<file path="config.mk">
export PLATFORM = sky130hd
export DESIGN_NAME = rlar_top
export DESIGN_NICKNAME = d
export VERILOG_FILES = /design/src/hdl/rlar_pkg.sv /design/src/hdl/rlar_bank_if.sv /design/src/hdl/rlar_port_bank.sv /design/src/hdl/rlar_top.sv
export SDC_FILE = /design/constraint.sdc
export NUM_CORES = 1
export LEC_CHECK = 0
export BUFFER_PORTS_ARGS = -buffer_cell sky130_fd_sc_hd__buf_2
export CAP_MARGIN = 20
export CORE_ASPECT_RATIO = 1.25
export CORE_MARGIN = 4
export CORE_UTILIZATION = 35
export DETAILED_ROUTE_END_ITERATION = 8
export GPL_TIMING_DRIVEN = 0
export RECOVER_POWER = 50
export SLEW_MARGIN = 15
export SYNTH_ARGS = -nofsm -noshare
export SYNTH_HDL_FRONTEND = slang
export SYNTH_SLANG_ARGS = --single-unit
</file>
<file path="constraint.sdc">
create_clock -name core_clk -period 2.35 [get_ports core_clk]
set_input_delay 0.1175 -clock core_clk [delete_from_list [all_inputs] [get_ports core_clk]]
set_output_delay 0.1175 -clock core_clk [all_outputs]
set_load 0.02 [all_outputs]
</file>
<file path="src/hdl/rlar_pkg.sv">
// Operation
// - Every register here except port select exists per receive port; port select picks the copy.
// - Override set: link data no longer loads datapath control, local values kept.
// - Override clear, its reset state: link data may load datapath control.
// - GPIO count code: 00 none, 01 one, 10 two, 11 four.
// - GPIO count loads from link; local write accepted only while override is 1.
// - Remote serializer identity loads automatically from forward channel data.
// - Hold bit set stops identity auto-load, keeping the locally written value.
// - Each transaction address is compared with the seven-bit remote alias.
// - Alias match replaces the address with the target address register value.
// - Remote alias of zero disables the decoder; nothing forwarded through it.
// - Auto-acknowledge set: every write aimed at remote serializer is acknowledged.
// - Target alias slot zero hit substitutes physical target address zero.
// - Forwarding on a decode match needs the per-port pass-through bit set.
package rlar_pkg;
   localparam logic [7:0] RLAR_PORT_SEL_OFS = 8'h4c;
   localparam logic [7:0] RLAR_BCC_OFS = 8'h58;
   localparam logic [7:0] RLAR_CTL1_OFS = 8'h59;
   localparam logic [7:0] RLAR_CTL2_OFS = 8'h5a;
   localparam logic [7:0] RLAR_ID_OFS = 8'h5b;
   localparam logic [7:0] RLAR_ALIAS_OFS = 8'h5c;
   localparam logic [7:0] RLAR_TGT0_OFS = 8'h5d;
   localparam logic [7:0] RLAR_TALIAS0_OFS = 8'h65;
   localparam int RLAR_OVR_BIT = 7;
   localparam int RLAR_PASS_BIT = 6;
   localparam logic [7:0] RLAR_BYTE_RST = 8'h00;
   localparam logic [6:0] RLAR_ADDR_RST = 7'h00;
   localparam logic [1:0] RLAR_GPIO_RST = 2'h0;
   localparam logic [4:0] RLAR_RSV_RST = 5'h00;

   function automatic logic rlar_addr_match(input logic [6:0] addr, input logic [6:0] alias_addr);
      rlar_addr_match = (alias_addr != 7'h00) && (addr == alias_addr);
   endfunction
endpackage

</file>
<file path="src/hdl/rlar_bank_if.sv">
`timescale 1ns/10ps
interface rlar_bank_if;
   logic wr_en;
   logic [7:0] wr_addr;
   logic [7:0] wr_data;
   logic fc_load;
   logic [1:0] fc_gpio;
   logic fc_id_load;
   logic [6:0] fc_id;
   logic [7:0] bcc_byte;
   logic [7:0] ctl1_byte;
   logic [7:0] ctl2_byte;
   logic [7:0] id_byte;
   logic [7:0] alias_byte;
   logic [7:0] tgt0_byte;
   logic [7:0] talias0_byte;
   modport ctrl (output wr_en, wr_addr, wr_data, fc_load, fc_gpio, fc_id_load, fc_id,
      input bcc_byte, ctl1_byte, ctl2_byte, id_byte, alias_byte, tgt0_byte, talias0_byte);
   modport bank (input wr_en, wr_addr, wr_data, fc_load, fc_gpio, fc_id_load, fc_id,
      output bcc_byte, ctl1_byte, ctl2_byte, id_byte, alias_byte, tgt0_byte, talias0_byte);
endinterface

</file>
<file path="src/hdl/rlar_port_bank.sv">
`timescale 1ns/10ps
module rlar_port_bank
   import rlar_pkg::*;
(
   input wire logic core_clk,
   input wire logic rst_b,
   rlar_bank_if.bank bus
);
   logic pass_ff;
   logic override_ff;
   logic [4:0] ctl1_rsv_ff;
   logic [1:0] gpio_ff;
   logic [7:0] ctl2_ff;
   logic [6:0] id_ff;
   logic hold_ff;
   logic [6:0] alias_ff;
   logic auto_ack_ff;
   logic [6:0] tgt0_ff;
   logic [6:0] talias0_ff;

   wire wr_bcc = bus.wr_en && (bus.wr_addr == RLAR_BCC_OFS);
   wire wr_ctl1 = bus.wr_en && (bus.wr_addr == RLAR_CTL1_OFS);
   wire wr_ctl2 = bus.wr_en && (bus.wr_addr == RLAR_CTL2_OFS);
   wire wr_id = bus.wr_en && (bus.wr_addr == RLAR_ID_OFS);
   wire wr_alias = bus.wr_en && (bus.wr_addr == RLAR_ALIAS_OFS);
   wire wr_tgt0 = bus.wr_en && (bus.wr_addr == RLAR_TGT0_OFS);
   wire wr_talias0 = bus.wr_en && (bus.wr_addr == RLAR_TALIAS0_OFS);
   // Link load only while not overridden, local write only while overridden
   wire fc_gpio_take = bus.fc_load && !override_ff;
   wire loc_gpio_take = wr_ctl1 && override_ff;
   wire [1:0] nxt_gpio = fc_gpio_take ? bus.fc_gpio :
      (loc_gpio_take ? bus.wr_data[1:0] : gpio_ff);
   // Link identity wins over a same-cycle local write unless held
   wire fc_id_take = bus.fc_id_load && !hold_ff;
   wire [6:0] nxt_id = fc_id_take ? bus.fc_id : (wr_id ? bus.wr_data[7:1] : id_ff);

   always_ff @(posedge core_clk or negedge rst_b)
   begin
      if (!rst_b)
      begin
         pass_ff <= 1'b0;
         override_ff <= 1'b0;
         ctl1_rsv_ff <= RLAR_RSV_RST;
         gpio_ff <= RLAR_GPIO_RST;
         ctl2_ff <= RLAR_BYTE_RST;
         id_ff <= RLAR_ADDR_RST;
         hold_ff <= 1'b0;
         alias_ff <= RLAR_ADDR_RST;
         auto_ack_ff <= 1'b0;
         tgt0_ff <= RLAR_ADDR_RST;
         talias0_ff <= RLAR_ADDR_RST;
      end
      else
      begin
         if (wr_bcc)
            pass_ff <= bus.wr_data[RLAR_PASS_BIT];
         if (wr_ctl1)
         begin
            override_ff <= bus.wr_data[RLAR_OVR_BIT];
            ctl1_rsv_ff <= bus.wr_data[6:2];
         end
         gpio_ff <= nxt_gpio;
         if (wr_ctl2)
            ctl2_ff <= bus.wr_data;
         id_ff <= nxt_id;
         if (wr_id)
            hold_ff <= bus.wr_data[0];
         if (wr_alias)
         begin
            alias_ff <= bus.wr_data[7:1];
            auto_ack_ff <= bus.wr_data[0];
         end
         if (wr_tgt0)
            tgt0_ff <= bus.wr_data[7:1];
         if (wr_talias0)
            talias0_ff <= bus.wr_data[7:1];
      end
   end

   assign bus.bcc_byte = {1'b0, pass_ff, 6'h00};
   assign bus.ctl1_byte = {override_ff, ctl1_rsv_ff, gpio_ff};
   assign bus.ctl2_byte = ctl2_ff;
   assign bus.id_byte = {id_ff, hold_ff};
   assign bus.alias_byte = {alias_ff, auto_ack_ff};
   assign bus.tgt0_byte = {tgt0_ff, 1'b0};
   assign bus.talias0_byte = {talias0_ff, 1'b0};
endmodule

</file>
<file path="src/hdl/rlar_top.sv">
`timescale 1ns/10ps
module rlar_top
   import rlar_pkg::*;
#(
   parameter int NPORTS = 2
)
(
   input wire logic core_clk,
   input wire logic rst_b,
   input wire logic reg_wr,
   input wire logic reg_rd,
   input wire logic [7:0] reg_addr,
   input wire logic [7:0] reg_wdata,
   output logic [7:0] reg_rdata,
   input wire logic fc_load,
   input wire logic [$clog2(NPORTS)-1:0] fc_port,
   input wire logic [1:0] fc_gpio_count,
   input wire logic fc_id_load,
   input wire logic [6:0] fc_id,
   input wire logic i2c_req,
   input wire logic [$clog2(NPORTS)-1:0] i2c_port,
   input wire logic [7:0] i2c_first_byte,
   output logic fwd_valid,
   output logic [7:0] fwd_byte,
   output logic fwd_auto_ack,
   output logic [2*NPORTS-1:0] link_gpio_count
);
   localparam int PW = $clog2(NPORTS);

   if (NPORTS < 2 || NPORTS > 4)
   begin : gen_bad_nports
      $error("NPORTS must be 2 to 4");
   end

   logic [7:0] port_sel_ff;
   logic [7:0] rdata_ff;
   logic fwd_valid_ff;
   logic [7:0] fwd_byte_ff;
   logic fwd_auto_ack_ff;

   logic [7:0] bcc_a [NPORTS];
   logic [7:0] ctl1_a [NPORTS];
   logic [7:0] ctl2_a [NPORTS];
   logic [7:0] id_a [NPORTS];
   logic [7:0] alias_a [NPORTS];
   logic [7:0] tgt0_a [NPORTS];
   logic [7:0] talias0_a [NPORTS];

   wire [PW-1:0] sel_port = port_sel_ff[PW-1:0];
   wire sel_ok = (port_sel_ff[7:PW] == '0) && (int'(sel_port) < NPORTS);
   wire wr_port_sel = reg_wr && (reg_addr == RLAR_PORT_SEL_OFS);

   rlar_bank_if bif [NPORTS] ();

   for (genvar g = 0; g < NPORTS; g++)
   begin : gen_port
      // Local access reaches only the selected port's copy
      assign bif[g].wr_en = reg_wr && sel_ok && (sel_port == PW'(g));
      assign bif[g].wr_addr = reg_addr;
      assign bif[g].wr_data = reg_wdata;
      assign bif[g].fc_load = fc_load && (fc_port == PW'(g));
      assign bif[g].fc_gpio = fc_gpio_count;
      assign bif[g].fc_id_load = fc_id_load && (fc_port == PW'(g));
      assign bif[g].fc_id = fc_id;
      assign bcc_a[g] = bif[g].bcc_byte;
      assign ctl1_a[g] = bif[g].ctl1_byte;
      assign ctl2_a[g] = bif[g].ctl2_byte;
      assign id_a[g] = bif[g].id_byte;
      assign alias_a[g] = bif[g].alias_byte;
      assign tgt0_a[g] = bif[g].tgt0_byte;
      assign talias0_a[g] = bif[g].talias0_byte;
      assign link_gpio_count[2*g+1:2*g] = bif[g].ctl1_byte[1:0];
      rlar_port_bank u_bank (
         .core_clk(core_clk),
         .rst_b(rst_b),
         .bus(bif[g])
      );
   end

   // Read selection for the chosen port
   logic [7:0] port_rd;
   always_comb
   begin
      port_rd = 8'h00;
      if (sel_ok)
      begin
         case (reg_addr)
            RLAR_BCC_OFS: port_rd = bcc_a[sel_port];
            RLAR_CTL1_OFS: port_rd = ctl1_a[sel_port];
            RLAR_CTL2_OFS: port_rd = ctl2_a[sel_port];
            RLAR_ID_OFS: port_rd = id_a[sel_port];
            RLAR_ALIAS_OFS: port_rd = alias_a[sel_port];
            RLAR_TGT0_OFS: port_rd = tgt0_a[sel_port];
            RLAR_TALIAS0_OFS: port_rd = talias0_a[sel_port];
            default: port_rd = 8'h00;
         endcase
      end
   end
   wire [7:0] nxt_rdata = (reg_addr == RLAR_PORT_SEL_OFS) ? port_sel_ff : port_rd;

   // Address decode on the requesting port
   wire [6:0] req_addr = i2c_first_byte[7:1];
   wire req_rw = i2c_first_byte[0];
   wire [6:0] req_alias = alias_a[i2c_port][7:1];
   wire [6:0] req_talias = talias0_a[i2c_port][7:1];
   wire [6:0] req_tgt0 = tgt0_a[i2c_port][7:1];
   wire req_pass = bcc_a[i2c_port][RLAR_PASS_BIT];
   wire req_auto = alias_a[i2c_port][0];
   wire ser_hit = rlar_addr_match(req_addr, req_alias);
   wire tgt_hit = rlar_addr_match(req_addr, req_talias);
   wire any_hit = ser_hit || tgt_hit;
   // Port beyond the bank count never decodes
   wire req_port_ok = int'(i2c_port) < NPORTS;
   wire nxt_fwd_valid = i2c_req && req_port_ok && any_hit && req_pass;
   wire [7:0] nxt_fwd_byte = {req_tgt0, req_rw};
   wire nxt_auto_ack = i2c_req && req_port_ok && ser_hit && !req_rw && req_auto;

   always_ff @(posedge core_clk or negedge rst_b)
   begin
      if (!rst_b)
      begin
         port_sel_ff <= RLAR_BYTE_RST;
         rdata_ff <= RLAR_BYTE_RST;
         fwd_valid_ff <= 1'b0;
         fwd_byte_ff <= RLAR_BYTE_RST;
         fwd_auto_ack_ff <= 1'b0;
      end
      else
      begin
         if (wr_port_sel)
            port_sel_ff <= reg_wdata;
         if (reg_rd)
            rdata_ff <= nxt_rdata;
         fwd_valid_ff <= nxt_fwd_valid;
         if (nxt_fwd_valid)
            fwd_byte_ff <= nxt_fwd_byte;
         fwd_auto_ack_ff <= nxt_auto_ack;
      end
   end

   assign reg_rdata = rdata_ff;
   assign fwd_valid = fwd_valid_ff;
   assign fwd_byte = fwd_byte_ff;
   assign fwd_auto_ack = fwd_auto_ack_ff;
endmodule

</file>
==> flow_summary.yaml <==
clocking:
  htreeDepth: 4
  cts.sink_count: 120
  clock_latency_ps: 410
  clockBufferDepth: 2
  path_clk_slew_ps: 60
  cts_root_buffer: "clkbuf_16"
  cts_buffers: 17
  cts_tree: "yes"
sta:
  slew_headroom_pct: 12.5
  slew_viol_final: 0
  min_period_over_period_pct: 96.8
  max_freq_mhz: 439
  final.min_clock_period_ps: 2280
  rsz0062_at_grt: "yes"
  setup_violations: 0
  hold_viol_final: 0
  worst_slew_pin_slew_ps: 1310
  worst_clock_skew_ps: 10.7
worst_setup_path:
  path_class: "register to register"
  crit_fanout: 10
  crit_required_ps: 2620
  start_kind: "register"
  cpPeakStageDelay_ps: 560
  worstPathCellList: "buf_4, buf_6, mux4_2, a22oi_1, o221ai_1, a22oi_1, a21oi_1"
  critPathMostFrequentCell: "a22oi_1"
  crit_arrival_ps: 2540
  crit_buf_inv: 2
  crit_family: "compound AO/OA/AOI/OAI gates"
  critPathSlowestCell: "mux4_2"
  worstSetupEndpointType: "register"
synth:
  synth_seq_cells: 120
  synthDistinctLibCells: 50
  synth_cells: 492
  synth_edf_count: 0
  synth_ff_type: "dfrtp_1"
  syn-num-nets: 534
  synth_area_leader_cell: "dfrtp_1"
  yosys_warnings: 0
  async_flop_share_pct: 100
  yosysTopAreaCellShare_pct: 47.9
  synth_area_sq_mm: 0.00627
  synthTopCellsByArea: "dfrtp_1, mux2_2, mux2i_1, mux4_2, a21oi_1"
  ys_seq_area_share_pct: 47.9
  avgSynthCellArea_sq_um: 12.7
grt:
  antenna_found_initial: 1
  grt_util_met2_pct: 29.9
  grt_max_degree: 69
  overflow: 0
  grt_pass1_vias: 4670
  grtUsageMet1_pct: 22.8
  grt_util_met3_pct: 3.95
  busiest_layer: "met2"
  grt_pass1_wl_mm: 27.3
  grt_usage_pct: 17.8
place:
  place_congestion: 0.914
  io_buffers: 61
  dp_hpwl_mm: 12.6
  placedCellCount: 778
floorplanning:
  start_util_pct: 35.8
  ios: 64
  core_sq_mm: 0.0175
  dieArea_sq_mm: 0.0201
  die_w_um: 128
  rows: 54
  die_h_um: 158
power_and_ir_drop:
  irDropWorstVdd_mv: 0.438
  p_leak_nw: 3.38
  intPower_mw: 3.85
  power.clock.fraction_pct: 46.6
  p_sw_share_pct: 26.2
  combPwrFrac_pct: 10.8
  switching_power_mw: 1.36
  share_seq_of_total_power_pct: 42.6
  p_per_area_mw_per_mm2: 689
cells_and_area:
  antenna_cells: 0
  multiInputGateArea_sq_mm: 0.00312
  final_util_pct: 43.2
  fill_cells: 1633
  fin_cells: 819
  syn2layout_area_growth_pct: 20.6
  drive_above_1_share_pct: 40.5
  layout_common_cells: "dfrtp_1, mux2_2, buf_2"
  final-seq-area_sq_mm: 0.00300
  finalNetCount: 624
  layout_commonest_cell: "dfrtp_1"
drt:
  ant_nets: 0
  num_vias: 4483
  drtIter0Drc: 286
  drt_wl_total_mm: 17.2
  wl_per_cell_um: 21.0
  drt_pass1_iterations: 6
  vias_per_cell: 5.47
  drc_errors: 0
run_status:
  status: "completed"
hold_path:
  hp-class: "input pin to register"
flow_run:
  max-cap-violations: 0
## through the flow
stage / setup TNS, ps / area [sq um] / hold WS (ps) / total power [mW] / setup WS (ps)
floorplan: 0 / 6270 / -178 / 2.58 / 272
global placement: -36200 / 6860 / 293 / 2.80 / -307
detailed placement: -774 / 6890 / 108 / 2.82 / -218
CTS: -13.1 / 7560 / 8.33 / 5.26 / -6.24
global route: -73.4 / 7560 / 18.2 / 5.43 / -26.4
finish: 0 / 7560 / 29.8 / 5.22 / 74.4
## sequential cells by signal, indices dropped and copies added (netlist names)
name	flops
fwd_auto_ack	1
fwd_byte	8
fwd_valid	1
gen_port.u_bank.alias_ff	14
gen_port.u_bank.auto_ack_ff	2
gen_port.u_bank.bus.ctl2_byte	16
gen_port.u_bank.ctl1_rsv_ff	10
gen_port.u_bank.gpio_ff	4
gen_port.u_bank.hold_ff	2
gen_port.u_bank.id_ff	14
gen_port.u_bank.override_ff	2
gen_port.u_bank.pass_ff	2
gen_port.u_bank.talias0_ff	14
gen_port.u_bank.tgt0_ff	14
port_sel_ff	8
reg_rdata	8
## timing repair
item,4_1_cts,5_1_grt
gates resized for setup,6,8
pin swaps,1,3
hold endpoints to repair,58,0
hold buffers,7,0
setup buffers,1,1
endpoints found under the setup margin,28,23
## cell usage after synthesis (2+ instances only)
| master | n |
|---|---|
| a21oi_1 | 24 |
| a22oi_1 | 15 |
| and2_1 | 2 |
| buf_1 | 5 |
| buf_2 | 8 |
| buf_4 | 6 |
| buf_6 | 2 |
| clkbuf_1 | 13 |
| dfrtp_1 | 120 |
| mux2_2 | 109 |
| mux2i_1 | 38 |
| mux4_2 | 15 |
| nand2_1 | 15 |
| nand2_2 | 2 |
| nand2b_1 | 2 |
| nand3_1 | 7 |
| nand3b_1 | 2 |
| nand4_1 | 9 |
| nor2_1 | 32 |
| nor2_2 | 2 |
| nor2_4 | 2 |
| nor2b_1 | 3 |
| nor3_1 | 2 |
| nor3_2 | 3 |
| nor3_4 | 2 |
| nor4_1 | 6 |
| nor4b_1 | 2 |
| o221a_2 | 2 |
| o221ai_1 | 7 |
| or3_1 | 3 |
| xnor2_1 | 11 |
| xor2_1 | 3 |
## final timing paths
path,start,end,slack (ps),depth (start not counted)
worst max register to register,port_sel_ff[0]$_DFFE_PN0P_,reg_rdata[7]$_DFFE_PN0P_,70,7
worst min-delay path,reg_wdata[4],gen_port[0].u_bank.alias_ff[3]$_DFFE_PN0P_,30,2
max in group asynchronous,rst_b,gen_port[0].u_bank.bus.ctl2_byte[7]$_DFFE_PN0P_,570,3
min in group asynchronous,rst_b,fwd_valid$_DFF_PN0_,540,2
worst max-delay path,port_sel_ff[0]$_DFFE_PN0P_,reg_rdata[7]$_DFFE_PN0P_,70,7
worst min register to register,fwd_byte[7]$_DFFE_PN0P_,fwd_byte[7]$_DFFE_PN0P_,500,1
## cell families after synthesis
| logic type | share of synthesized area, % |
|---|---|
| muxes | 31.2 |
| buffers and inverters | 2.79 |
| and+or+nand+nor | 9.89 |
| AOI/OAI and AO/OA | 6.28 |
| DFF | 47.9 |
| xor gates and xnor gates | 1.95 |
## power groups by stage
stage	Combinational (mW)	Sequential, mW	Clock, mW
floorplan	0.331	2.25	0
global placement	0.540	2.26	0
detailed placement	0.558	2.26	0
CTS	0.571	2.22	2.47
global route	0.615	2.24	2.58
finish	0.563	2.22	2.43
## per-layer routing
metal / part of all wire [%] / up-vias
li1: - / 2026
met1: 42 / 2295
met2: 51 / 129
met3: 4.8 / 31
met4: 2.3 / 2
met5: 0.070 / -
## layout make-up
| class | instances | share of cell area [%] |
|---|---|---|
| Timing Repair Buffer | 71 | 5.36 |
| Tap cell | 224 | 3.70 |
| Multi-Input combinational cell | 338 | 41.3 |
| Sequential cell | 120 | 39.7 |
| Clock inverter | 15 | 1.74 |
| Buffer | 34 | 2.58 |
| Clock buffer | 17 | 5.62 |
Power figures use the tool's default switching activity.
